### src/core/ulc_pkg.sv
// Package for the UART line configuration block: register map, field layout, states.
// Assumes a single 40 MHz clock domain and an AHB-Lite register bus.
`default_nettype none
package ulc_pkg;
   localparam logic [7:0] ULC_OFS_CFG = 8'h00;
   localparam logic [7:0] ULC_OFS_TXDATA = 8'h04;
   localparam logic [7:0] ULC_OFS_RXDATA = 8'h08;
   localparam logic [7:0] ULC_OFS_STATUS = 8'h0c;
   localparam logic [31:0] ULC_CFG_RESET = 32'h0000_0000;
   localparam logic [31:0] ULC_CFG_WMASK = 32'h0001_f7ff;
   localparam int ULC_STS_RXCNT_POS = 0;
   localparam int ULC_STS_TXCNT_POS = 8;
   localparam int ULC_STS_BUSY_POS = 16;
   localparam int ULC_STS_ERR_POS = 24;
   localparam logic [3:0] ULC_TICKS_LAST = 4'hf;
   localparam logic [3:0] ULC_IR_PULSE_TICKS = 4'h3;
   localparam logic [1:0] ULC_PAR_EVEN = 2'h0;
   localparam logic [1:0] ULC_PAR_ODD = 2'h1;

   typedef struct packed {
      logic [14:0] rsvd_hi;
      logic tx_pad_enable;
      logic [3:0] rx_sample_pos;
      logic rsvd_11;
      logic infrared_out_pol;
      logic infrared_in_pol;
      logic infrared_select;
      logic echo_en;
      logic remote_loop;
      logic local_loop;
      logic rx_swap;
      logic tx_swap;
      logic [1:0] parity_mode;
      logic two_stop;
   } ulc_cfg_s;

   typedef enum logic [4:0] {
      TX_IDLE = 5'b00001, TX_START = 5'b00010, TX_DATA = 5'b00100, TX_PAR = 5'b01000, TX_STOP = 5'b10000
   } ulc_tx_e;

   typedef enum logic [4:0] {
      RX_IDLE = 5'b00001, RX_START = 5'b00010, RX_DATA = 5'b00100, RX_PAR = 5'b01000, RX_STOP = 5'b10000
   } ulc_rx_e;
endpackage : ulc_pkg
`default_nettype wire

### src/core/ulc_top.sv
// UART line configuration, loopback and infrared logic with word FIFOs.
// Assumes inputs synchronous to mclk_i; this slave's hreadyout_o is the bus hready.
`default_nettype none

////////////////////////////////////////////////////////////////////////////////
module ulc_fifo #(
   parameter int WIDTH = 32,
   parameter int DEPTH = 32
) (
   input wire logic clk_i, // Clock
   input wire logic rst_i, // Sync reset
   input wire logic in_valid_i, // Write request
   input wire logic [WIDTH-1:0] in_data_i, // Write data
   output logic in_ready_o, // Space free
   output logic out_valid_o, // Data present
   output logic [WIDTH-1:0] out_data_o, // Head word
   input wire logic out_ready_i, // Pop request
   output logic [$clog2(DEPTH+1)-1:0] count_o // Words held
);
   localparam int AW = $clog2(DEPTH);
   localparam int CW = $clog2(DEPTH+1);
   if (DEPTH < 2 || WIDTH < 1) begin : g_chk
      $error("ulc_fifo: DEPTH must be at least 2");
   end
   logic [WIDTH-1:0] mem [DEPTH];
   logic [AW-1:0] wr_ptr, rd_ptr;
   logic do_wr, do_rd;

   function automatic logic [AW-1:0] bump(input logic [AW-1:0] p);
      return (p == AW'(DEPTH-1)) ? '0 : p + 1'b1;
   endfunction : bump

   assign in_ready_o = (count_o != CW'(DEPTH));
   assign out_valid_o = (count_o != '0);
   assign out_data_o = mem[rd_ptr];
   assign do_wr = in_valid_i & in_ready_o;
   assign do_rd = out_ready_i & out_valid_o;

   always_ff @(posedge clk_i) begin
      if (do_wr) begin
         mem[wr_ptr] <= in_data_i;
      end
   end

   always_ff @(posedge clk_i) begin
      if (rst_i) begin
         wr_ptr <= '0;
         rd_ptr <= '0;
         count_o <= '0;
      end else begin
         if (do_wr) wr_ptr <= bump(wr_ptr);
         if (do_rd) rd_ptr <= bump(rd_ptr);
         count_o <= count_o + CW'(do_wr) - CW'(do_rd);
      end
   end
endmodule : ulc_fifo

////////////////////////////////////////////////////////////////////////////////
// Summary of operation
// - Sample each rx bit at programmed position
// - IR transmit output polarity follows out-pol bit
// - IR receive input polarity follows in-pol bit
// - Mode bit picks line or infrared signalling
// - Echo copies rx onto tx, still receives
// - Remote loop: rx to tx, receiver off
// - Local loop feeds tx into receiver too
// - Rx bytes packed; optional swap to big-endian
// - Tx words unpacked bytewise; optional swap
// - Parity: even, odd, none; reserved
// - One or two stop bits
module ulc_top import ulc_pkg::*; #(
   parameter int CLKS_PER_TICK = 22,
   parameter int FIFO_DEPTH = 32
) (
   input wire logic mclk_i, // 40 MHz clock
   input wire logic sys_rst_i, // Sync reset, high
   input wire logic hsel_i, // AHB select
   input wire logic [31:0] haddr_i, // AHB address
   input wire logic [1:0] htrans_i, // AHB transfer type
   input wire logic hwrite_i, // AHB write
   input wire logic [2:0] hsize_i, // AHB size, word only
   input wire logic [31:0] hwdata_i, // AHB write data
   input wire logic hready_i, // AHB bus ready
   output logic hreadyout_o, // AHB slave ready
   output logic hresp_o, // AHB response, OKAY
   output logic [31:0] hrdata_o, // AHB read data
   input wire logic rxd_i, // Serial line in
   input wire logic ir_rx_i, // Infrared receiver in
   output logic txd_o, // Serial line out
   output logic ir_tx_o // Infrared emitter out
);
   if (CLKS_PER_TICK < 1 || CLKS_PER_TICK > 65535 || FIFO_DEPTH < 2 || FIFO_DEPTH > 255) begin : g_chk
      $error("ulc_top: parameter out of range");
   end
   localparam int CW = $clog2(FIFO_DEPTH+1);

   ulc_cfg_s cfg;
   logic [15:0] div_cnt;
   logic tick;
   logic dp_valid, dp_write;
   logic [7:0] dp_addr;
   logic tx_in_ready, tx_valid, tx_pop, rx_valid, rx_pop, rx_in_ready;
   logic [31:0] tx_head, rx_head;
   logic [CW-1:0] tx_cnt, rx_cnt;
   logic [2:0] err; // overrun, framing, parity
   logic [2:0] next_err_set;
   logic tx_busy, tx_pop_q, rx_line;

   function automatic logic par_of(input logic [7:0] b, input logic [1:0] mode);
      return (mode == ULC_PAR_ODD) ? ~^b : ^b;
   endfunction : par_of

   function automatic logic [31:0] swap_word(input logic [31:0] w, input logic en);
      return en ? {w[7:0], w[15:8], w[23:16], w[31:24]} : w;
   endfunction : swap_word

   ////////////////////////////////////////////////////////////////////////////////
   // AHB-Lite slave, zero wait except a write into a full tx FIFO
   logic take, wr_fire;
   assign take = hsel_i & htrans_i[1] & hready_i;
   assign hreadyout_o = ~(dp_valid & dp_write & (dp_addr == ULC_OFS_TXDATA) & ~tx_in_ready);
   assign hresp_o = 1'b0;
   assign wr_fire = dp_valid & dp_write & hreadyout_o;
   assign tx_pop = 1'b0 | tx_pop_q;
   assign rx_pop = dp_valid & ~dp_write & (dp_addr == ULC_OFS_RXDATA);

   always_ff @(posedge mclk_i) begin
      if (sys_rst_i) begin
         dp_valid <= 1'b0;
         dp_write <= 1'b0;
         dp_addr <= '0;
      end else if (hready_i) begin
         dp_valid <= take;
         dp_write <= hwrite_i;
         dp_addr <= haddr_i[7:0];
      end
   end

   always_ff @(posedge mclk_i) begin
      if (sys_rst_i) begin
         cfg <= ULC_CFG_RESET;
      end else if (wr_fire && dp_addr == ULC_OFS_CFG) begin
         cfg <= hwdata_i & ULC_CFG_WMASK;
      end
   end

   // Hardware set wins over a write-one clear
   always_ff @(posedge mclk_i) begin
      if (sys_rst_i) begin
         err <= '0;
      end else if (wr_fire && dp_addr == ULC_OFS_STATUS) begin
         err <= (err & ~hwdata_i[ULC_STS_ERR_POS +: 3]) | next_err_set;
      end else begin
         err <= err | next_err_set;
      end
   end

   always_comb begin
      hrdata_o = '0;
      if (dp_valid && !dp_write) begin
         case (dp_addr)
            ULC_OFS_CFG: hrdata_o = cfg;
            ULC_OFS_RXDATA: hrdata_o = rx_valid ? rx_head : '0;
            ULC_OFS_STATUS: begin
               hrdata_o[ULC_STS_RXCNT_POS +: 8] = 8'(rx_cnt);
               hrdata_o[ULC_STS_TXCNT_POS +: 8] = 8'(tx_cnt);
               hrdata_o[ULC_STS_BUSY_POS] = tx_busy;
               hrdata_o[ULC_STS_ERR_POS +: 3] = err;
            end
            default: hrdata_o = '0;
         endcase
      end
   end

   ////////////////////////////////////////////////////////////////////////////////
   // Oversampling tick, 16 per bit
   assign tick = (div_cnt == 16'(CLKS_PER_TICK - 1));
   always_ff @(posedge mclk_i) begin
      if (sys_rst_i || tick) div_cnt <= '0;
      else div_cnt <= div_cnt + 16'h0001;
   end

   ////////////////////////////////////////////////////////////////////////////////
   // Transmitter: one word drained a byte at a time
   ulc_tx_e tx_st;
   logic [3:0] tx_ph;
   logic [2:0] tx_idx;
   logic [1:0] tx_bsel;
   logic tx_stop_idx, tx_serial, bit_end;
   logic [31:0] tx_word;
   logic [7:0] tx_byte;

   ulc_fifo #(.WIDTH(32), .DEPTH(FIFO_DEPTH)) u_tx_fifo (
      .clk_i(mclk_i), .rst_i(sys_rst_i),
      .in_valid_i(dp_valid & dp_write & (dp_addr == ULC_OFS_TXDATA)), .in_data_i(hwdata_i),
      .in_ready_o(tx_in_ready), .out_valid_o(tx_valid), .out_data_o(tx_head),
      .out_ready_i(tx_pop), .count_o(tx_cnt));

   assign tx_pop_q = tx_valid & ~tx_busy;
   assign bit_end = tick & (tx_ph == ULC_TICKS_LAST);
   assign tx_byte = tx_word[8*tx_bsel +: 8];

   always_comb begin
      case (tx_st)
         TX_START: tx_serial = 1'b0;
         TX_DATA: tx_serial = tx_byte[tx_idx];
         TX_PAR: tx_serial = par_of(tx_byte, cfg.parity_mode);
         default: tx_serial = 1'b1;
      endcase
   end

   always_ff @(posedge mclk_i) begin
      if (sys_rst_i) tx_ph <= '0;
      else if (tick) tx_ph <= tx_ph + 4'h1;
   end

   always_ff @(posedge mclk_i) begin
      if (sys_rst_i) begin
         tx_st <= TX_IDLE;
         tx_busy <= 1'b0;
         tx_word <= '0;
         tx_idx <= '0;
         tx_bsel <= '0;
         tx_stop_idx <= 1'b0;
      end else begin
         if (tx_pop_q) begin
            tx_busy <= 1'b1;
            tx_word <= swap_word(tx_head, cfg.tx_swap);
            tx_bsel <= '0;
         end
         if (bit_end) begin
            case (tx_st)
               TX_IDLE: if (tx_busy) tx_st <= TX_START;
               TX_START: begin
                  tx_st <= TX_DATA;
                  tx_idx <= '0;
               end
               TX_DATA: begin
                  tx_idx <= tx_idx + 3'h1;
                  if (tx_idx == 3'h7) begin
                     tx_st <= cfg.parity_mode[1] ? TX_STOP : TX_PAR;
                     tx_stop_idx <= 1'b0;
                  end
               end
               TX_PAR: begin
                  tx_st <= TX_STOP;
                  tx_stop_idx <= 1'b0;
               end
               TX_STOP: begin
                  tx_stop_idx <= 1'b1;
                  if (tx_stop_idx == cfg.two_stop) begin
                     tx_st <= TX_IDLE;
                     tx_bsel <= tx_bsel + 2'h1;
                     if (tx_bsel == 2'h3) tx_busy <= 1'b0;
                  end
               end
               default: tx_st <= TX_IDLE;
            endcase
         end
      end
   end

   ////////////////////////////////////////////////////////////////////////////////
   // Line output: echo and remote loop replace own data with incoming line
   logic line_out, ir_pulse;
   assign line_out = (cfg.remote_loop | cfg.echo_en) ? rx_line : tx_serial;
   assign ir_pulse = ~line_out & (tx_ph < ULC_IR_PULSE_TICKS);

   // A disabled pad holds the line idle
   always_ff @(posedge mclk_i) begin
      if (sys_rst_i) begin
         txd_o <= 1'b1;
         ir_tx_o <= 1'b0;
      end else begin
         txd_o <= ~cfg.tx_pad_enable | cfg.infrared_select | line_out;
         ir_tx_o <= cfg.infrared_out_pol ^ (cfg.tx_pad_enable & cfg.infrared_select & ir_pulse);
      end
   end

   ////////////////////////////////////////////////////////////////////////////////
   // Receiver: bytes packed into words, pushed whole
   ulc_rx_e rx_st;
   logic rx_src, rx_sample, rx_end, rx_push;
   logic [3:0] rx_ph;
   logic [2:0] rx_idx;
   logic [1:0] rx_bsel;
   logic [7:0] rx_sh;
   logic [31:0] rx_asm, rx_word;

   always_comb begin
      if (cfg.local_loop) rx_src = tx_serial;
      else if (cfg.infrared_select) rx_src = ~(ir_rx_i ^ cfg.infrared_in_pol);
      else rx_src = rxd_i;
   end

   always_ff @(posedge mclk_i) begin
      if (sys_rst_i) rx_line <= 1'b1;
      else rx_line <= rx_src;
   end

   assign rx_sample = tick & (rx_ph == cfg.rx_sample_pos);
   assign rx_end = tick & (rx_ph == ULC_TICKS_LAST);

   always_comb begin
      next_err_set = '0;
      next_err_set[2] = rx_push & ~rx_in_ready;
      next_err_set[1] = (rx_st == RX_STOP) & rx_sample & ~rx_line;
      next_err_set[0] = (rx_st == RX_PAR) & rx_sample & (rx_line != par_of(rx_sh, cfg.parity_mode));
   end

   always_ff @(posedge mclk_i) begin
      if (sys_rst_i) begin
         rx_st <= RX_IDLE;
         rx_ph <= '0;
         rx_idx <= '0;
         rx_sh <= '0;
      end else if (cfg.remote_loop) begin
         rx_st <= RX_IDLE;
      end else begin
         if (tick) rx_ph <= rx_ph + 4'h1;
         case (rx_st)
            RX_IDLE: if (!rx_line) begin
               rx_st <= RX_START;
               rx_ph <= '0;
            end
            RX_START: if (rx_sample && rx_line) rx_st <= RX_IDLE;
               else if (rx_end) begin
                  rx_st <= RX_DATA;
                  rx_idx <= '0;
               end
            RX_DATA: begin
               if (rx_sample) rx_sh <= {rx_line, rx_sh[7:1]};
               if (rx_end) begin
                  rx_idx <= rx_idx + 3'h1;
                  if (rx_idx == 3'h7) rx_st <= cfg.parity_mode[1] ? RX_STOP : RX_PAR;
               end
            end
            RX_PAR: if (rx_end) rx_st <= RX_STOP;
            RX_STOP: if (rx_sample) rx_st <= RX_IDLE;
            default: rx_st <= RX_IDLE;
         endcase
      end
   end

   // Partial words wait for their remaining bytes
   always_ff @(posedge mclk_i) begin
      if (sys_rst_i) begin
         rx_bsel <= '0;
         rx_asm <= '0;
         rx_push <= 1'b0;
         rx_word <= '0;
      end else begin
         rx_push <= 1'b0;
         if (rx_st == RX_STOP && rx_sample && !cfg.remote_loop) begin
            rx_asm[8*rx_bsel +: 8] <= rx_sh;
            rx_bsel <= rx_bsel + 2'h1;
            if (rx_bsel == 2'h3) begin
               rx_push <= 1'b1;
               rx_word <= swap_word({rx_sh, rx_asm[23:0]}, cfg.rx_swap);
            end
         end
      end
   end

   ulc_fifo #(.WIDTH(32), .DEPTH(FIFO_DEPTH)) u_rx_fifo (
      .clk_i(mclk_i), .rst_i(sys_rst_i),
      .in_valid_i(rx_push), .in_data_i(rx_word),
      .in_ready_o(rx_in_ready), .out_valid_o(rx_valid), .out_data_o(rx_head),
      .out_ready_i(rx_pop), .count_o(rx_cnt));
endmodule : ulc_top
`default_nettype wire

### config.mk
export PLATFORM = sky130hd
export DESIGN_NAME = ulc_top
export DESIGN_NICKNAME = d
export VERILOG_FILES = /design/src/core/ulc_pkg.sv /design/src/core/ulc_top.sv
export SDC_FILE = /design/constraint.sdc
export NUM_CORES = 2
export LEC_CHECK = 0
export BUFFER_PORTS_ARGS = -buffer_cell sky130_fd_sc_hd__buf_2
export CAP_MARGIN = 20
export CORE_MARGIN = 2
export CORE_UTILIZATION = 60
export CTS_BUF_LIST = sky130_fd_sc_hd__clkbuf_4
export CTS_CLUSTER_SIZE = 12
export DETAILED_ROUTE_END_ITERATION = 8
export PLACE_DENSITY = 0.72
export SYNTH_ARGS = -nofsm -noshare
export SYNTH_HDL_FRONTEND = slang
export SYNTH_SLANG_ARGS = --single-unit
export TNS_END_PERCENT = 50
### constraint.sdc
create_clock -name mclk_i -period 3.55 [get_ports mclk_i]
set_input_delay 0.355 -clock mclk_i [delete_from_list [all_inputs] [get_ports mclk_i]]
set_output_delay 0.355 -clock mclk_i [all_outputs]
set_load 0.005 [all_outputs]
# Word level (Yosys, flattened, before mapping)
# Memory sizes are Yosys's and may differ from the RTL's. A register that Yosys moved wholly into a read port is not among the register bits.
# Index checks and enable logic that the tools add are counted.
# Widths: inputs -> output; s select.
[classes] add_sub_neg=16 order_cmp=2 n_eq_ne=41 shift=3 muxes=63 bitwise_logic=44 reduce_logical=28
[op_table] cell="$mux 32" count=4
[op_table] cell="$mux 5" count=20
[op_table] cell="$pmux 17 s3" count=1
[op_table] cell="$pmux 5 s5" count=2
[op_table] cell="$neg 5->34" count=1
[op_table] cell="$shift 8x34->32 const A" count=1
[op_table] cell="$shiftx 8x34->32" count=1
[op_table] cell="$bwmux 32" count=1
[op_table] cell="$shiftx 32x6->8" count=1
[op_table] cell="$eq 5x5->1 const B" count=6
[op_table] cell="$and 1x1->1" count=24
[op_table] cell="$add 5x1->5 const B" count=4
[op_table] cell="$ne 2x2->1 const B" count=10
[op_table] cell="$pmux 3 s2" count=3
[op_table] cell="$mux 1" count=17
[op_table] cell="$add 16x1->16 const B" count=1
[op_table] cell="$eq 16x5->1 const B" count=1
[op_table] cell="$eq 8x4->1 const B" count=2
[op_table] cell="$reduce_xnor 8->1" count=2
[op_table] cell="$reduce_xor 8->1" count=2
[op_table] cell="$add 6x1->6" count=2
[op_table] cell="$mux 3" count=4
[op_table] cell="$mux 4" count=3
[op_table] cell="$ne 6x6->1 const B" count=2
[op_table] cell="42 further kinds" count=82
[totals] reg_bits=215 ram_bits=2048 in_bits=76 output_inout_bits=36 n_memories=2
[memory_table] memory="u_rx_fifo.mem" words=32 word_bits=32 rd=1 rd_ports_with_merged_regs=1 wr=1 line="ulc_top.sv:25" rtl="logic [WIDTH-1:0] mem [DEPTH];"
[memory_table] memory="u_tx_fifo.mem" words=32 word_bits=32 rd=1 rd_ports_with_merged_regs=1 wr=1 line="ulc_top.sv:25"

# Longest topological paths before layout
[logic_depth] ltp_word=9 ltp_mapped=17

# By module
# A second synthesis with hierarchy kept.
[hier_totals] cells_unflattened=5054 hier_area_um2=89225.6
[by_module_without_submodules] mod="ulc_fifo at u_tx_fifo" n_inst=1 cells_per_inst=2046 area_per_inst_um2=40357.5 seq_area_each_um2=31169.9
[by_module_without_submodules] mod="ulc_fifo at u_rx_fifo" n_inst=1 cells_per_inst=2046 area_per_inst_um2=40356.2 seq_area_each_um2=31169.9
[by_module_without_submodules] mod="ulc_top" n_inst=1 cells_per_inst=962 area_per_inst_um2=8511.9 seq_area_each_um2=3503.4

# Least setup slack after synthesis
# No wires, ideal clock.
[synth_timing] path_type="register to register" startpoint="reg dp_addr[4]" endpoint="mem u_tx_fifo.mem[29][0] (enable)" setup_time_ns=0.421 t_arrival_ns=2.805 t_required_ns=3.129 slack_ns=0.324 path_stages_with_launch=8 n_path_buf=0 period_less_slack_ns=3.226 path_cell_list="dfxtp_1 nor4_1 nand2_1 nor4_1 nand2_1 clkinv_1 nand2_1 nor2_1"
[synth_between] elab_chain_len=5
[synth_rtl] item="start: declaration" line="ulc_top.sv:101" rtl="logic [7:0] dp_addr;"
[synth_rtl] item="start signal: assignment" line="ulc_top.sv:135" rtl="dp_addr <= haddr_i[7:0];"
[synth_rtl] item="$eq 8x3->1" line="ulc_top.sv:195" rtl=".in_valid_i(dp_valid & dp_write & (dp_addr == ULC_OFS_TXDATA)), .in_data_i(hwdata_i),"
[synth_rtl] item="$and 1x1->1" line="ulc_top.sv:195"
[synth_rtl] item="$and 1x1->1" line="ulc_top.sv:36" rtl="assign do_wr = in_valid_i & in_ready_o;"
[synth_rtl] item="net u_tx_fifo.do_wr" line="ulc_top.sv:27" rtl="logic do_wr, do_rd;"
[synth_rtl] item="$mux 1" line="ulc_top.sv:40" rtl="if (do_wr) begin"
[synth_rtl] item="$mux 1 (not written as such)" line="ulc_top.sv:41" rtl="mem[wr_ptr] <= in_data_i;"
[synth_rtl] item="end: declaration" line="ulc_top.sv:25"
# The timed path passes the listed nets, and every way through them passes these cells.

==> flow_summary_export.csv <==
group,metric,value,unit
routing,via_per_inst,6.28,
sta,worstMarginPinSlew,1.12,ns
critical_path,worst_path_max_delay_cell,"a222oi_1",
critical_path,cpMostUsedCell,"mux4_2",
floorplan,chipWidth,388,um
clock_tree,clock_sinks,2265,
synthesis,syn_nets,4489,
clock_tree,cts-root-buf,"clkbuf_4",
cells_and_area,utilization,69.5,%
synthesis,yosysWarnings,0,
clock_tree,insertion_delay,1.30,ns
placed_design,place_area,93400,um2
critical_path,arrival,4.19,ns
floorplan,start_util,60.2,%
synthesis,synthTopCellsByArea,"edfxtp_1, mux4_2, dfxtp_1",
sta,skew,0.0741,ns
critical_path,end_kind,"output pin",
synthesis,synthFlopType,"edfxtp_1",
placed_design,dp.cells,6359,
sta,hold-worst-slack,0.134,ns
synthesis,synth-seq-cells,2265,
sta,relSlewSlack,25.3,%
synthesis,avgSynthCellArea,20.3,um2
placed_design,pre_cts_slack,0.191,ns
sta,slew_viol_final,0,
sta,worst_slack,-0.998,ns
critical_path,cp_cell_sequence,"buf_12 > buf_16 > mux4_2 > mux4_2 > mux2_4 > a222oi_1 > nor2_1 > buf_2",
synthesis,synth.top_cell.area_share,69.4,%
critical_path,setup.worst_path.class,"reg -> out",
critical_path,slowest_delay,0.59,ns
routing,wl_per_cell,29.0,um
run_status,failed_checks,"setup timing",
floorplan,core_area,147000,um2
clock_tree,cts_buffer_depth,4,
global_routing,grt_pass1_wl,313000,um
placed_design,dp_hpwl,118000,um
sta,period_minus_slack,4.55,ns
critical_path,critPathRequiredTime,3.19,ns
cells_and_area,design_area,102000,um2
power_and_ir_drop,p_per_area,540,nW/um2
global_routing,antenna_found_initial,5,
synthesis,post-synth-top-count-cell,"edfxtp_1",
power_and_ir_drop,leakagePower,33.1,nW
global_routing,grt.overflow.total,0,
routing,drt_iter0_markers,5348,
critical_path,worstPathMaxFanout,8,
hold_path,hp-class,"in -> reg",
clock_tree,clk_pin_slew,0.06,ns
global_routing,grt_usage,29.0,%
routing,drcViolationCount,0,
floorplan,die_h,388,um
run_status,status,"finished with violations",
sta,hold_viol_final,0,
cells_and_area,nets,5261,
synthesis,netlist_top_cells_count,"edfxtp_1, mux4_2, nor2_1",
synthesis,syn-cell-area,88600,um2
placed_design,io_buffers,82,
clock_tree,cts_buffers,579,
sta,setup_viol,32,
power_and_ir_drop,ir_drop,0.368,mV
floorplan,dieArea,151000,um2
routing,vias,46900,
cells_and_area,drive_gt1_share,35.8,%
routing,drt-total-wl,216000,um
sta,min_period_over_period,128,%
synthesis,synth_edf_count,2048,
cells_and_area,syn_to_final_growth,15.5,%
critical_path,startpoint_type,"flip-flop",
flow_run,max_cap_violations,0,
synthesis,synthArstFlopShare,0,%
cells_and_area,instances_no_fill,7471,
power_and_ir_drop,switchingPower,12.5,mW
power_and_ir_drop,combPwrFrac,8.3,%
routing,ant_nets,0,
synthesis,synth_top_area_cell,"edfxtp_1",
synthesis,synth_cells,4366,
power_and_ir_drop,p_clk_share,38.8,%
clock_tree,htree_levels,6,
synthesis,yosysSeqAreaShare,74.3,%
sta,grt_setup_unrepaired,"yes",
power_and_ir_drop,p_int,42.8,mW
global_routing,grt_pass1_vias,48100,
floorplan,core.rowCount,141,
placed_design,place_congestion,0.820,
power_and_ir_drop,seqPwrFrac,52.9,%
global_routing,grt_max_degree,101,
floorplan,io_pins,112,
sta,clock.fmax,0.220,GHz
synthesis,yosysUniqueCellTypes,64,
clock_tree,cts_tree,"built",
power_and_ir_drop,swShare,22.7,%
routing,first_pass_iters,7,
==> logic make-up (layout without fill, tap and decap cells) <==
group | after synthesis | in the layout | synth area share [%]
adder cells (fa/ha/maj) | 47 | 47 | 0.681
XOR/XNOR | 61 | 61 | 0.635
other | 1 | 6 | 0.00423
multiplexers | 774 | 774 | 17.6
AO/OA/AOI/OAI | 292 | 292 | 2.08
buffers and inverters | 281 | 1451 | 1.49
AND/OR/NAND/NOR | 645 | 645 | 3.21
flip-flops | 2265 | 2265 | 74.3
==> placed cells by master (no fill, tap or decap), types with 13 or more instances in the layout <==
cell / netlist / layout
edfxtp_1: 2048 / 2048
clkbuf_4: 0 / 859
mux4_2: 624 / 624
nand2_1: 216 / 215
dfxtp_1: 217 / 208
nor2_1: 257 / 192
buf_4: 21 / 149
a21oi_1: 127 / 127
mux2i_1: 126 / 120
clkinv_1: 4 / 95
dlygate4sd3_1: 0 / 93
buf_12: 0 / 81
buf_2: 52 / 80
nor2_4: 0 / 65
nand3_1: 54 / 54
ha_1: 45 / 45
inv_1: 35 / 35
a211oi_1: 35 / 35
xor2_1: 33 / 33
o21ai_0: 27 / 27
xnor2_1: 26 / 26
and3_1: 20 / 20
nor3_1: 20 / 18
mux2_4: 0 / 17
o211ai_1: 15 / 15
buf_16: 0 / 15
nand3b_1: 13 / 13
==> power groups by stage <==
stage | Combinational, mW | Clock [mW] | Sequential, mW
2_1_floorplan | 3.41 | 0 | 29.7
3_3_place_gp | 4.46 | 0 | 29.8
3_5_place_dp | 4.51 | 0 | 29.8
4_1_cts | 4.62 | 21.9 | 29.2
5_1_grt | 4.94 | 23.3 | 29.2
6_report | 4.59 | 21.5 | 29.2
==> layer usage <==
layer  part of all wire, %  up-vias  track usage, %
met5                 0.018        -           0.191
met4                   2.8        2            10.4
met3                   7.7      373            5.40
met2                    53     2265            50.1
met1                    37    24500            37.0
li1                      -    19800               -
==> metrics by stage <==
stage	power, mW	TNS [ns]
finish	55.3	-24.14
global route	57.4	-29.43
floorplan	33.1	0
CTS	55.7	-27.79
global placement	34.2	0
detailed placement	34.3	0
==> repair_timing <==
action                     in CTS  in global routing
setup buffers                  20                  6
hold endpoints to repair     1223                  0
pin swaps                       6                  9
gates cloned                    9                  0
setup endpoints to repair      32                 35
resized for setup              66                 17
hold buffers                   93                  0
==> worst max-delay path, delay by kind of cell, from the launching register on <==
kind	cells	cell delay (ns)
muxes	3	1.33
AOI/OAI and AO/OA	1	0.59
buffers and inverters	3	0.47
DFF	1	0.44
and+or+nand+nor	1	0.09
==> area by class of cell <==
type | count | area, um2
flip-flops and latches | 2265 | 65900
clock inverters | 120 | 668
clock buffers | 859 | 6450
well taps | 1930 | 2410
repair buffers | 431 | 4640
inverters | 41 | 159
fillers | 9271 | 44800
diodes | 5 | 12.5
multi-input cells | 1820 | 22100
==> sequential cells by signal, summed over array words and instances, names as in the netlist, 6 cells and up, named ones only <==
signal,count
cfg,16
div_cnt,16
dp_addr,8
rx_asm,24
rx_sh,8
rx_word,32
tx_word,32
u_rx_fifo.count_o,6
u_rx_fifo.mem,1024
u_tx_fifo.count_o,6
u_tx_fifo.mem,1024
==> final timing paths <==
path	startpoint	end	slack [ns]	depth (start not counted)
hold / removal	hwdata_i[31]	u_tx_fifo.mem[8][31]	0.13	2
setup reg to reg	dp_addr[4]	u_rx_fifo.count_o[5]	0.30	12
setup / recovery	flip-flop	hrdata_o[3]	-1.0	8
hold reg to reg	tx_word[12]	tx_word[12]	0.46	2
No activity file was read; power rests on OpenSTA's default activity.
